## config.mk

```make
export PLATFORM = sky130hd
export DESIGN_NAME = thermal_monitor_alert_mask_config_regs
export DESIGN_NICKNAME = d
export VERILOG_FILES = /design/src/shared/thermal_regs_pkg.sv /design/src/logic/freeze_tracker.sv /design/src/logic/overheat_timer.sv /design/src/logic/thermal_monitor_alert_mask_config_regs.sv
export SDC_FILE = /design/constraint.sdc
export NUM_CORES = 1
export LEC_CHECK = 0
export ABC_AREA = 1
export BUFFER_PORTS_ARGS = -buffer_cell sky130_fd_sc_hd__buf_2
export CAP_MARGIN = 20
export CORE_MARGIN = 2
export CORE_UTILIZATION = 47
export CTS_CLUSTER_DIAMETER = 60
export DETAILED_ROUTE_END_ITERATION = 8
export GPL_ROUTABILITY_DRIVEN = 1
export PLACE_DENSITY_LB_ADDON = 0.15
export SLEW_MARGIN = 5
export SYNTH_ARGS = -nofsm -noshare
export SYNTH_HDL_FRONTEND = slang
export SYNTH_SLANG_ARGS = --single-unit
```

## constraint.sdc

```tcl
create_clock -name ref_clk -period 3.59 [get_ports ref_clk]
set_input_delay 0.359 -clock ref_clk [delete_from_list [all_inputs] [get_ports ref_clk]]
set_output_delay 0.359 -clock ref_clk [all_outputs]
set_load 0.1 [all_outputs]
```

## src/shared/thermal_regs_pkg.sv

```systemverilog
`default_nettype none
package thermal_regs_pkg;
	// register byte offsets
	localparam logic [7:0] ADDR_ALERT_MASK = 8'h75;
	localparam logic [7:0] ADDR_LOW_VOLT = 8'h76;
	localparam logic [7:0] ADDR_LOW_MIXED = 8'h77;
	localparam logic [7:0] ADDR_CONFIG = 8'h78;
	localparam logic [7:0] ADDR_TIMER = 8'h79;
	localparam logic [7:0] ADDR_LIMIT = 8'h7a;
	localparam logic [7:0] ADDR_CONTROL = 8'h90;
	localparam logic [7:0] ADDR_EVENTS = 8'h91;
	// values after reset
	localparam logic [7:0] RST_ALERT_MASK = 8'h00;
	localparam logic [7:0] RST_CONFIG = 8'h00;
	localparam logic [7:0] RST_LIMIT = 8'h00;
	localparam logic [7:0] RST_CONTROL = 8'h00;
	localparam logic [7:0] RST_EVENTS = 8'h00;
	localparam logic [7:0] RST_LOW_BITS = 8'h00;
	// mask bit 1 is read-only, all others writable
	localparam logic [7:0] MASK_WR_BITS = 8'hfd;
	// event, mask and status layout
	localparam int EV_TWELVE = 0;
	localparam int EV_OVERTEMP = 1;
	localparam int EV_FIRST_FAN_FAULT_MASK = 2;
	localparam int EV_SHARED = 5;
	localparam int EV_DIODE1 = 6;
	// config_third fields
	localparam int CFG_ALERT = 0;
	localparam int CFG_OVERHEAT = 1;
	localparam int CFG_BOOST = 2;
	localparam int CFG_FAST = 3;
	localparam int CFG_CONT_LO = 4;
	// control register fields
	localparam int CTL_LOCK = 0;
	localparam int CTL_VID = 1;
	localparam int CTL_FUNC_LO = 2;
	typedef enum logic [1:0] {PIN_SPEED, PIN_OVERHEAT, PIN_GPIO, PIN_SPARE} shared_pin_function_t;
	// timing
	localparam real CLK_PERIOD_NS = 100.0;
	localparam real STEP_MS = 22.76;
	localparam real REPORT_FLOOR_MS = 45.52;
	localparam real SPEED_SLOW_MS = 1000.0;
	localparam real SPEED_FAST_MS = 250.0;
	localparam int STEP_CYCLES = int'(STEP_MS * 1.0e6 / CLK_PERIOD_NS);
	localparam int SPEED_SLOW_CYCLES = int'(SPEED_SLOW_MS * 1.0e6 / CLK_PERIOD_NS);
	localparam int SPEED_FAST_CYCLES = int'(SPEED_FAST_MS * 1.0e6 / CLK_PERIOD_NS);
	localparam logic [7:0] REPORT_FLOOR_STEPS = 8'(int'(REPORT_FLOOR_MS / STEP_MS));
	localparam logic [7:0] COUNT_MAX = 8'hff;
endpackage : thermal_regs_pkg
`default_nettype wire

```

## src/logic/freeze_tracker.sv

```systemverilog
`timescale 1ns/1ps
`default_nettype none
module freeze_tracker
	import thermal_regs_pkg::*;
#(
	parameter int N = 4
) (
	input wire logic ref_clk,
	input wire logic rst,
	input wire logic low_read,
	input wire logic [N-1:0] high_read,
	output logic [N-1:0] hold_high,
	output logic frozen
);
	logic [N-1:0] pending;
	logic [N-1:0] next_pending;

	generate
		if (N < 1) begin : g_bad
			$error("freeze_tracker needs N of at least 1");
		end
	endgenerate

	// a new low-bits read re-arms every high byte, winning over a same-cycle high read
	always_comb begin
		next_pending = low_read ? {N{1'b1}} : (pending & ~high_read);
	end

	always_ff @(posedge ref_clk) begin
		if (rst) begin
			pending <= '0;
		end else begin
			pending <= next_pending;
		end
	end

	assign hold_high = pending;
	assign frozen = |pending;
endmodule : freeze_tracker
`default_nettype wire

```

## src/logic/overheat_timer.sv

```systemverilog
`timescale 1ns/1ps
`default_nettype none
module overheat_timer
	import thermal_regs_pkg::*;
#(
	parameter int STEP_CYC = STEP_CYCLES
) (
	input wire logic ref_clk,
	input wire logic rst,
	input wire logic active,
	input wire logic clear,
	input wire logic [7:0] limit,
	output logic [7:0] status,
	output logic limit_event
);
	localparam int PW = (STEP_CYC > 1) ? $clog2(STEP_CYC) : 1;
	logic active_d, seen, next_seen, rise, tick;
	logic [7:0] count, next_count, bumped;
	logic [PW-1:0] pre, next_pre;

	generate
		if (STEP_CYC < 1) begin : g_bad
			$error("overheat_timer needs STEP_CYC of at least 1");
		end
	endgenerate

	assign rise = active & ~active_d;
	assign tick = active && (pre == PW'(STEP_CYC - 1));

	always_comb begin
		next_pre = (!active || tick) ? '0 : pre + PW'(1);
		bumped = (tick && count != COUNT_MAX) ? count + 8'h01 : count;
		// a step landing on the clearing read still counts
		next_count = clear ? (tick ? 8'h01 : 8'h00) : bumped;
		next_seen = rise | (seen & ~clear);
		// zero limit flags on the edge itself, otherwise on crossing the limit
		limit_event = (limit == 8'h00) ? rise : (count <= limit && bumped > limit);
	end

	always_ff @(posedge ref_clk) begin
		if (rst) begin
			active_d <= 1'b0;
			seen <= 1'b0;
			count <= 8'h00;
			pre <= '0;
		end else begin
			active_d <= active;
			seen <= next_seen;
			count <= next_count;
			pre <= next_pre;
		end
	end

	// below the floor only the assertion flag shows
	assign status = (count >= REPORT_FLOOR_STEPS) ? count : {7'h00, seen};
endmodule : overheat_timer
`default_nettype wire

```

## src/logic/thermal_monitor_alert_mask_config_regs.sv

```systemverilog
`timescale 1ns/1ps
`default_nettype none
module thermal_monitor_alert_mask_config_regs
	import thermal_regs_pkg::*;
#(
	parameter int STEP_CYC = STEP_CYCLES,
	parameter int SPEED_SLOW_CYC = SPEED_SLOW_CYCLES,
	parameter int SPEED_FAST_CYC = SPEED_FAST_CYCLES
) (
	input wire logic ref_clk,
	input wire logic rst,
	input wire logic [7:0] addr,
	input wire logic [7:0] wdata,
	input wire logic we,
	input wire logic re,
	output logic [7:0] rdata,
	input wire logic [7:0] live_low_voltage,
	input wire logic [7:0] live_low_mixed,
	input wire logic [3:0] high_read_voltage,
	input wire logic [3:0] high_read_mixed,
	output logic [3:0] hold_high_voltage,
	output logic [3:0] hold_high_mixed,
	input wire logic overtemp_mask_src,
	input wire logic twelve_volt_ool,
	input wire logic voltage_id_bit_five_change,
	input wire logic [3:0] fan_fault,
	input wire logic [1:0] diode_fault,
	input wire logic overheat_pin_n,
	input wire logic shared_pin_n,
	input wire logic second_fan_drive_in,
	output logic alert_fan2_out,
	output logic alert_fan2_oe,
	output logic irq,
	output logic fans_full_boost,
	output logic speed_measure_strobe,
	output logic [3:0] continuous_speed_sense,
	output logic [1:0] shared_pin_function
);
	localparam int SPW = $clog2(SPEED_SLOW_CYC + 1);

	generate
		if (SPEED_FAST_CYC < 1 || SPEED_SLOW_CYC < SPEED_FAST_CYC) begin : g_bad
			$error("speed periods must satisfy 1 <= fast <= slow");
		end
	endgenerate

	function automatic logic hit(input logic [7:0] a, input logic [7:0] target);
		return a == target;
	endfunction : hit

	// register state
	logic [7:0] alert_mask_second, next_alert_mask_second;
	logic [7:0] low_bits_voltage_group, next_low_bits_voltage_group;
	logic [7:0] low_bits_mixed_group, next_low_bits_mixed_group;
	logic [7:0] config_third, next_config_third;
	logic [7:0] assertion_limit, next_assertion_limit;
	logic [7:0] control, next_control;
	logic [7:0] event_status, next_event_status;
	logic [7:0] next_rdata;

	// pin and timing state
	logic alert_fan2_out_q, next_alert_fan2_out;
	logic alert_fan2_oe_q, next_alert_fan2_oe;
	logic next_fans_full_boost;
	logic [SPW-1:0] speed_cnt, next_speed_cnt;
	logic next_speed_measure_strobe;

	// derived signals
	shared_pin_function_t pin_func;
	logic lock, overheat_dedicated, overheat_shared, overheat_active;
	logic overheat_active_d, overtemp_rise;
	logic shared_event, limit_event, gpio_asserted;
	logic frozen_voltage, frozen_mixed;
	logic read_low_voltage, read_low_mixed, read_timer, read_events;
	logic [7:0] events_in, timer_status;
	logic [SPW-1:0] speed_last;

	assign lock = control[CTL_LOCK];
	assign pin_func = shared_pin_function_t'(control[CTL_FUNC_LO +: 2]);
	assign shared_pin_function = control[CTL_FUNC_LO +: 2];

	assign read_low_voltage = re && hit(addr, ADDR_LOW_VOLT);
	assign read_low_mixed = re && hit(addr, ADDR_LOW_MIXED);
	assign read_timer = re && hit(addr, ADDR_TIMER);
	assign read_events = re && hit(addr, ADDR_EVENTS);

	// overheat sources: the dedicated pin, plus the shared pin in its overheat role
	assign overheat_dedicated = ~overheat_pin_n;
	assign overheat_shared = (pin_func == PIN_OVERHEAT) && !shared_pin_n;
	assign overheat_active = config_third[CFG_OVERHEAT] && (overheat_dedicated || overheat_shared);
	assign overtemp_rise = overheat_active && !overheat_active_d;
	assign gpio_asserted = (pin_func == PIN_GPIO) && !shared_pin_n;

	freeze_tracker #(
		.N(4)
	) u_freeze_voltage (
		.ref_clk(ref_clk),
		.rst(rst),
		.low_read(read_low_voltage),
		.high_read(high_read_voltage),
		.hold_high(hold_high_voltage),
		.frozen(frozen_voltage)
	);

	freeze_tracker #(
		.N(4)
	) u_freeze_mixed (
		.ref_clk(ref_clk),
		.rst(rst),
		.low_read(read_low_mixed),
		.high_read(high_read_mixed),
		.hold_high(hold_high_mixed),
		.frozen(frozen_mixed)
	);

	overheat_timer #(
		.STEP_CYC(STEP_CYC)
	) u_timer (
		.ref_clk(ref_clk),
		.rst(rst),
		.active(overheat_active),
		.clear(read_timer),
		.limit(assertion_limit),
		.status(timer_status),
		.limit_event(limit_event)
	);

	// shared-pin event follows the pin's selected role
	always_comb begin
		case (pin_func)
			PIN_SPEED: shared_event = fan_fault[3];
			PIN_OVERHEAT: shared_event = limit_event;
			PIN_GPIO: shared_event = gpio_asserted;
			default: shared_event = 1'b0;
		endcase
	end

	// raw events in the mask layout
	always_comb begin
		events_in = 8'h00;
		events_in[EV_TWELVE] = control[CTL_VID] ? voltage_id_bit_five_change : twelve_volt_ool;
		events_in[EV_OVERTEMP] = overtemp_rise;
		events_in[EV_FIRST_FAN_FAULT_MASK +: 3] = fan_fault[2:0];
		events_in[EV_SHARED] = shared_event;
		events_in[EV_DIODE1 +: 2] = diode_fault;
	end

	// register writes, read side effects and low-bit capture
	always_comb begin
		next_alert_mask_second = alert_mask_second;
		next_config_third = config_third;
		next_assertion_limit = assertion_limit;
		next_control = control;
		// the read-only mask bit mirrors its source
		next_alert_mask_second[EV_OVERTEMP] = overtemp_mask_src;
		if (we && hit(addr, ADDR_ALERT_MASK)) begin
			next_alert_mask_second = (wdata & MASK_WR_BITS) | (alert_mask_second & ~MASK_WR_BITS);
			next_alert_mask_second[EV_OVERTEMP] = overtemp_mask_src;
		end else if (we && hit(addr, ADDR_CONFIG)) begin
			if (!lock) begin
				next_config_third = wdata;
			end
		end else if (we && hit(addr, ADDR_LIMIT)) begin
			next_assertion_limit = wdata;
		end else if (we && hit(addr, ADDR_CONTROL)) begin
			next_control = wdata;
			// lock stays set until reset
			next_control[CTL_LOCK] = wdata[CTL_LOCK] | lock;
		end
		// writes to low-bit, timer and event registers fall through untouched
		next_low_bits_voltage_group = frozen_voltage ? low_bits_voltage_group : live_low_voltage;
		next_low_bits_mixed_group = frozen_mixed ? low_bits_mixed_group : live_low_mixed;
		// a new event in the clearing read's cycle survives
		next_event_status = (read_events ? 8'h00 : event_status) | events_in;
	end

	// read data stands the cycle after the read strobe
	always_comb begin
		next_rdata = 8'h00;
		if (re) begin
			if (hit(addr, ADDR_ALERT_MASK)) begin
				next_rdata = alert_mask_second;
			end else if (hit(addr, ADDR_LOW_VOLT)) begin
				next_rdata = low_bits_voltage_group;
			end else if (hit(addr, ADDR_LOW_MIXED)) begin
				next_rdata = low_bits_mixed_group;
			end else if (hit(addr, ADDR_CONFIG)) begin
				next_rdata = config_third;
			end else if (hit(addr, ADDR_TIMER)) begin
				next_rdata = timer_status;
			end else if (hit(addr, ADDR_LIMIT)) begin
				next_rdata = assertion_limit;
			end else if (hit(addr, ADDR_CONTROL)) begin
				next_rdata = control;
			end else if (hit(addr, ADDR_EVENTS)) begin
				next_rdata = event_status;
			end
		end
	end

	// pins and measurement pacing
	always_comb begin
		if (config_third[CFG_ALERT]) begin
			// open-drain alert: pull low while an unmasked event is pending
			next_alert_fan2_out = 1'b0;
			next_alert_fan2_oe = |(next_event_status & ~next_alert_mask_second);
		end else begin
			next_alert_fan2_out = second_fan_drive_in;
			next_alert_fan2_oe = 1'b1;
		end
		next_fans_full_boost = config_third[CFG_BOOST] && overheat_active;
		speed_last = config_third[CFG_FAST] ? SPW'(SPEED_FAST_CYC - 1) : SPW'(SPEED_SLOW_CYC - 1);
		next_speed_measure_strobe = (speed_cnt >= speed_last);
		next_speed_cnt = next_speed_measure_strobe ? '0 : speed_cnt + SPW'(1);
	end

	always_ff @(posedge ref_clk) begin
		if (rst) begin
			alert_mask_second <= RST_ALERT_MASK;
			low_bits_voltage_group <= RST_LOW_BITS;
			low_bits_mixed_group <= RST_LOW_BITS;
			config_third <= RST_CONFIG;
			assertion_limit <= RST_LIMIT;
			control <= RST_CONTROL;
			event_status <= RST_EVENTS;
			rdata <= 8'h00;
			alert_fan2_out_q <= 1'b0;
			alert_fan2_oe_q <= 1'b0;
			fans_full_boost <= 1'b0;
			speed_cnt <= '0;
			speed_measure_strobe <= 1'b0;
			overheat_active_d <= 1'b0;
		end else begin
			alert_mask_second <= next_alert_mask_second;
			low_bits_voltage_group <= next_low_bits_voltage_group;
			low_bits_mixed_group <= next_low_bits_mixed_group;
			config_third <= next_config_third;
			assertion_limit <= next_assertion_limit;
			control <= next_control;
			event_status <= next_event_status;
			rdata <= next_rdata;
			alert_fan2_out_q <= next_alert_fan2_out;
			alert_fan2_oe_q <= next_alert_fan2_oe;
			fans_full_boost <= next_fans_full_boost;
			speed_cnt <= next_speed_cnt;
			speed_measure_strobe <= next_speed_measure_strobe;
			overheat_active_d <= overheat_active;
		end
	end

	assign alert_fan2_out = alert_fan2_out_q;
	assign alert_fan2_oe = alert_fan2_oe_q;
	assign irq = |(event_status & ~alert_mask_second);
	assign continuous_speed_sense = config_third[CFG_CONT_LO +: 4];
endmodule : thermal_monitor_alert_mask_config_regs
`default_nettype wire

```

==> results of run 1 <==
## per-layer routing
metal	vias up	share of wire, %	GRT usage [%]
li1	3324	-	-
met1	2862	47	30.82
met2	128	47	38.28
met3	20	4.0	3.894
met4	0	1.7	8.039
met5	-	0	0
## registers in the layout, summed over array words and instances, names as in the netlist, 4 cells and up
register                    cells
alert_mask_second               8
speed_cnt                      24
event_status                    8
rdata                           8
low_bits_voltage_group          8
assertion_limit                 8
control                         8
u_timer.count                   8
u_timer.pre                    18
low_bits_mixed_group            8
config_third                    8
u_freeze_mixed.hold_high        4
u_freeze_voltage.hold_high      4
## cells in the final DEF (no fill, tap or decap), types with 4 or more instances in the layout
cell type and instances:
nand2_1 190, inv_1 130, dfxtp_1 128, nor2_1 126, buf_2 82, a21oi_1 73
o21ai_0 55, ha_1 34, nand3_1 32, nand4_1 30, nor3_1 23, clkbuf_16 17
xor2_1 15, inv_2 13, nand2_2 8, o21ai_1 8, nor2_4 7, nor4_1 6
nor2_2 6, nand3_2 6, buf_4 5, o21ai_2 4, o211ai_1 4, a211oi_1 4
inv_6 4
## path summary, 6_finish.rpt
check                                         startpoint  slack, ns                                      to
setup / recovery             u_timer.count[0]$_SDFF_PP0_       0.87                alert_fan2_oe$_SDFF_PP0_
hold / removal                       live_low_voltage[5]       0.16  low_bits_voltage_group[5]$_SDFFE_PP0N_
setup reg to reg             u_timer.count[0]$_SDFF_PP0_       0.87                alert_fan2_oe$_SDFF_PP0_
hold reg to reg   low_bits_voltage_group[2]$_SDFFE_PP0N_       0.46  low_bits_voltage_group[2]$_SDFFE_PP0N_
## power by group
part           internal (mW)  switching, mW  total [mW]
Combinational         0.0544          0.108       0.163
Sequential              1.44         0.0124        1.45
Clock                   1.05          0.682        1.73
## stage by stage
stage / hold WS (ns) / util (%) / power (mW) / setup slack, ns
floorplan: 0.4227 / - / 1.579 / 1.200
global placement: 0.4375 / 51.72 / 1.648 / 0.9166
detailed placement: 0.4468 / 51.72 / 1.648 / 0.8797
CTS: 0.1581 / 55.82 / 3.366 / 0.8560
global route: 0.1660 / 55.82 / 3.461 / 0.5147
finish: 0.1638 / 55.82 / 3.348 / 0.8734
## critical path, cell delays in order (launching register included)
cell	delay, ns
dfxtp_1	0.42
ha_1	0.24
nand3_1	0.13
nor3_1	0.21
nand2_1	0.18
nand2_2	0.19
nand2_1	0.07
nand2_1	0.09
inv_1	0.05
ha_1	0.29
nand2_1	0.06
nor2_1	0.12
nand3_1	0.08
nor2_1	0.09
a21oi_1	0.05
nand2_1	0.06
nand2_1	0.05
nand2_1	0.07
nand2_1	0.06
nand3_1	0.07
nand2_1	0.05
## cell families (layout without fill, tap and decap cells)
group           Yosys count  after routing  synth area share, %
simple gates            462            462                32.06
flops                   128            128                36.93
mux                       1              1               0.1623
xor+xnor                 18             18                2.380
compound gates          161            161                12.62
fa+ha+maj                34             34                6.131
buf+inv                 167            264                9.719
## final cells by class
class | instances | share of cell area [%]
Clock buffer | 18 | 5.434
Clock inverter | 14 | 1.904
Inverter | 145 | 6.750
Multi-Input combinational cell | 676 | 45.81
Sequential cell | 128 | 31.71
Tap cell | 184 | 2.849
Timing Repair Buffer | 87 | 5.543
==> results.md, run 1 <==
- Outcome: completed
- Gate Count Post-Synth: between 900 and 1,000
- Final hold vios: 0
- CTS resizes: 0
- Detailed-route wire length: 17,610 um
- Chip height: between 100 and 150 um
- Core Region: roughly 14,000 um2
- Main area contributors after synthesis: dfxtp_1 37%, nand2_1 10%, inv_1 7.0%
- Remaining Overflow, GRT: 0
- Post-DR vias/cell: roughly 5.1
- HP Class: in2reg
- CTS tree: done
- Setup TNS: 0 ns
- Fin nets: 1,145
- Worst EP arrival: 3.03 ns
- # diodes: 0
- Num rows: between 40 and 50
- CP max FO: 6
- Hold path cells: 3
- Routed len/inst: around 14 um
- Post-Synthesis Cell Area: around 7000 um2
- Setup Buffers After CTS: 0
- Seq cells post-synth: ~130
- Skew-Pair Late Insertion Delay: ~0.42 ns
- Syn. warnings: 0
- Starting Density: 47.93%
- Port Buf Inserts: approximately 80
- Synth async-reset ratio: 0%
- Fmax achieved: roughly 370 MHz
- Power Density: around 410 nW/um2
- DP Cell Count: about 1,200
- Critical Path Start Type: flip-flop
- Worst path required time: ~3.9 ns
- Area of the die: between 15,000 and 20,000 um2
- Crit end category: flip-flop
- Synthesized Nets: 1,061
- Setup Skew: roughly 0.0057 ns
- Multi-input combinational cell area: around 3700 um2
- Num CTS Buffers: 17
- Die Wd: 125.5 um
- Global-route usage over all layers: between 20% and 30%
- Syn-to-layout area delta: 16.46%
- Fin. max-slew vios: 0
- Vias in the first global route: 5,994
- Final instance area: roughly 8100 um2
- Total clock sinks: around 130
- H-tree levels: 4
- Syn_area_per_cell: 7.146 um2
- Post-Place Cell Area: between 7000 and 8000 um2
- 1st-iter DRT viols: between 400 and 500
- DP Wirelength: between 10,000 and 15,000 um
- Leakage: 3.702 nW
- Register area share after synthesis: a little under two fifths
- Slew HR: a little over half
- Register area: around 2600 um2
- Top cells by count, synth: 190 x nand2_1, 130 x inv_1, 128 x dfxtp_1
- EDFF count, synth: 0
- Maximum number of pins on one net before global-route repair: 30
- Initial antenna violation count: 0
- Top Ports: 83
- Non-Filler Instances: 1,252
- Drt drc: 0
- Final setup violation count: 0
- First-pass GRT wire length: ~29,000 um
- Peak VDD IR: 0.0003520 V
- R2R depth: 20
- Fin crit period: between 2 and 3 ns
- Share of cells above drive strength 1: between 10% and 20%
- Worst Tran Pin Value: around 0.70 ns
- Final clock period utilization by the worst path: 75.67%
- Hold_buf cts: 0
- Post-synth top area cell: dfxtp_1
- Max-cap violations: 0
- Drt pass-1 iters: 5
- Share of the synthesized area in the top cell type: 36.93%
- Clock Tree Buf Depth: 2
- Top-count cell post-synth: nand2_1
- Crit Path Category: reg2reg
- Synth cell types: about 50
- Placer Congestion: a little under 0.9
- Worst-path clk slew: 0.06 ns
- Fillers: 1,468
- DRT antenna net count: 0
- Clock root buffer: clkbuf_16
- Top FF cell, synth: dfxtp_1
- RSZ-0062 raised after global routing: no
- DR vias: 6,334
No activity file was read; power rests on OpenSTA's default activity.
==> run 2: changes to the inputs <==
--- a/config.mk
+++ b/config.mk
@@ -5,7 +5,7 @@
 export SDC_FILE = /design/constraint.sdc
 export NUM_CORES = 1
 export LEC_CHECK = 0
-export ABC_AREA = 1
+export ABC_AREA = 0
 export BUFFER_PORTS_ARGS = -buffer_cell sky130_fd_sc_hd__buf_2
 export CAP_MARGIN = 20
 export CORE_MARGIN = 2
==> constraint.sdc (replaced) <==
create_clock -name ref_clk -period 2.51 [get_ports ref_clk]
set_input_delay 0.251 -clock ref_clk [delete_from_list [all_inputs] [get_ports ref_clk]]
set_output_delay 0.251 -clock ref_clk [all_outputs]
set_load 0.1 [all_outputs]
==> run 2 against run 1 <==
Compared with the run above:
- the run now ends with negative setup slack left
- first-iteration DRC count is 29% lower
- fmax is 16% lower
- synthesized cell count is 25% lower
- worst hold slack worse by 0.084 ns
- worst setup slack worse by 1.6 ns
- flip-flop and latch count stayed put
- register-to-register slack worse by 1.6 ns
- critical path depth is 6 lower
- final cell count is 17% lower
- global-route usage is 0.20 points higher
- highest routed layer is now met5
==> results.md, run 2 <==
- Outcome: finished, violations left
- Failing checks: negative setup slack
- Worst path slowest cell: dfxtp_2
- Fillers: roughly 1,200
- HP Class: in2reg
- Top-count cell post-synth: dfxtp_1
- Area of the die: approximately 14,000 um2
- Worst path required time: around 2.8 ns
- Share of the synthesized area in the top cell type: 40.39%
- Vias in the first global route: between 5,000 and 6,000
- DRT antenna net count: 0
- Num CTS Buffers: 17
- Hold_buf cts: 0
- Crit Path Category: reg2reg
- Drt drc: 0
- Top cells by count, synth: 128 x dfxtp_1, 104 x nor2_1, 60 x a21oi_1
- Synthesized Nets: between 800 and 900
- Most frequent cells in the layout: 124 x dfxtp_1, 104 x nor2_1, 82 x buf_2
- Hold path cells: 3
- Routed len/inst: 15.78 um
- Initial antenna violation count: 1
- Peak VDD IR: 0.0004602 V
- Final clock period utilization by the worst path: 128.9%
- Non-Filler Instances: between 1,000 and 1,500
- Worst reg2reg path startpoint: u_timer.pre[1]$_SDFF_PP0_
- Final setup violation count: 2
- DP Cell Count: between 1,000 and 1,500
- Register area share after synthesis: between 40 and 50%
- Leakage: 3.600 nW
- Port Buf Inserts: 82
- Flop2flop setup slack: -0.73 ns
- Remaining Overflow, GRT: 0
- Global-route usage over all layers: between 20% and 30%
- Final hold vios: 0
- Core Region: ~13,000 um2
- Die Wd: about 120 um
- Placer Congestion: between 0.8 and 0.9
- Worst Tran Pin Value: roughly 0.65 ns
- Critical Path Max Stage Delay: roughly 0.35 ns
- Final core utilization: roughly 60%
- Syn-to-layout area delta: 24.99%
- Clock Tree Buf Depth: 2
- R2R depth: 14
- Clock root buffer: clkbuf_16
- Max reg flops: 24
- Critical Path Start Type: flip-flop
- Slew HR: between 50% and 60%
- Fin crit period: 3.237 ns
- CP max FO: 3
- Post-DR vias/cell: between 5 and 6
- Detailed-route wire length: about 16,000 um
- Chip height: 120.2 um
- DR vias: between 5,000 and 6,000
- Fin. max-slew vios: 0
- First-pass GRT wire length: between 20,000 and 30,000 um
- H-tree levels: 4
- Crit end category: flip-flop
- Gate Count Post-Synth: between 700 and 800
- Fmax achieved: 309.0 MHz
- Post-Synthesis Cell Area: between 6000 and 7000 um2
- Fin nets: 940
- RR Endpoint: alert_fan2_oe$_SDFF_PP0_
- Synth async-reset ratio: 0%
- # diodes: 0
- Skew-Pair Late Insertion Delay: ~0.42 ns
- Min-Delay Endpoint: low_bits_mixed_group[0]$_SDFFE_PP0N_
- Largest regs: speed_cnt: 24 flops, u_timer.pre: 18 flops
- EDFF count, synth: 0
- Top Ports: slightly above 80
- Worst EP arrival: 3.57 ns
- Drt pass-1 iters: 5
- RSZ-0062 raised after global routing: yes
- Seq cells post-synth: 128
- Starting Density: around half
- Setup Skew: 0.01374 ns
- Top FF cell, synth: dfxtp_1
- Syn_area_per_cell: just under 9 um2
- Maximum number of pins on one net before global-route repair: 45
- Total clock sinks: 128
- CTS tree: done
- Share of cells above drive strength 1: a little under a quarter
- HP Start: live_low_mixed[0]
- DP Wirelength: 12,390 um
- Max-cap violations: 0
- Synth cell types: 64
- Critical-path cell list: ha_4, nand3_2, or3_4, nor4_4, and4_4, nand3_4, xnor2_2, ha_1, nand4_1, o21ai_1, or3_4, a221oi_4, o21ai_1, a41oi_1
- Post-synth top area cell: dfxtp_1
- Worst Slack Setup Final: -0.7266 ns
- Num rows: 42
- Worst-path clk slew: approximately 0.060 ns
- Power Density: between 600 and 700 nW/um2
- Most common cell after layout, fill and taps aside: dfxtp_1
- Main area contributors after synthesis: dfxtp_1 40%, mux2i_1 7.1%, ha_1 6.7%
- Biggest register: speed_cnt
- Syn. warnings: 0
- 1st-iter DRT viols: about 340
run 2: through the flow:
stage	cell area [um2]	power [mW]	setup slack [ns]	hold WS (ns)	setup TNS [ns]
finish	7929	4.855	-0.7266	0.07963	-1.429
global placement	7239	2.358	-0.6744	0.4439	-1.220
CTS	7929	4.887	-0.6654	0.06805	-1.264
detailed placement	7239	2.364	-0.7611	0.4582	-1.402
floorplan	6380	2.262	-0.5956	0.3792	-1.076
global route	7929	5.018	-0.9186	0.06980	-1.778
run 2: how the worst max path moves through the flow:
stage                                 from                  endpoint  cells after the start
3_3_place_gp     u_timer.pre[1]$_SDFF_PP0_  alert_fan2_oe$_SDFF_PP0_                     14
4_1_cts        u_timer.count[0]$_SDFF_PP0_  alert_fan2_oe$_SDFF_PP0_                     14
3_5_place_dp     u_timer.pre[1]$_SDFF_PP0_  alert_fan2_oe$_SDFF_PP0_                     14
5_1_grt          u_timer.pre[1]$_SDFF_PP0_  alert_fan2_oe$_SDFF_PP0_                     14
6_report         u_timer.pre[1]$_SDFF_PP0_  alert_fan2_oe$_SDFF_PP0_                     14
2_1_floorplan    u_timer.pre[1]$_SDFF_PP0_  alert_fan2_oe$_SDFF_PP0_                     14
run 2: what timing repair did:
item                                    in CTS  in global routing
endpoints found under the hold margin        0                  0
pin swaps                                    8                  6
setup buffers                                3                  0
resized for setup                           10                  0
endpoints found under the setup margin       2                  2
gates cloned                                 0                  0
run 2: report_power, final:
group / internal [mW] / switching, mW / leakage (nW)
clock network: 1.62 / 0.914 / 0.301
registers: 2.06 / 0.0217 / 1.04
logic: 0.0943 / 0.144 / 2.26
total: 3.78 / 1.08 / 3.60
run 2: cell type report:
| type | instances | area [um2] | area share, % |
|---|---|---|---|
| well taps | 176 | 220.2 | 2.777 |
| clock inverters | 12 | 156.4 | 1.973 |
| flip-flops and latches | 128 | 2567 | 32.38 |
| repair buffers | 135 | 808.3 | 10.19 |
| clock buffers | 20 | 456.7 | 5.760 |
| multi-input cells | 535 | 3596 | 45.35 |
| inverters | 33 | 123.9 | 1.562 |
run 2: worst max-delay path, delay by kind of cell (launching register included):
kind,cells,cell delay (ns)
XOR/XNOR,1,0.15
adder cells (fa/ha/maj),2,0.45
AO/OA/AOI/OAI,4,0.61
AND/OR/NAND/NOR,7,1.60
flip-flops,1,0.35
run 2: routing by layer:
layer  track usage (%)  vias up  wire, um
li1                  -     2766         -
met4             8.676        2       374
met2             38.71      150      7753
met5                 0        -        11
met3             5.849       31       868
met1             29.58     2663      7383
run 2: logic make-up (layout without fill, tap and decap cells):
group,Yosys count,after routing,synth area share (%)
buffers and inverters,64,200,4.260
xor gates and xnor gates,45,45,6.450
and+or+nand+nor,280,280,22.41
muxes,46,46,7.278
adders and majority gates,34,34,6.706
AOI/OAI and AO/OA,130,130,12.51
DFF,128,128,40.39
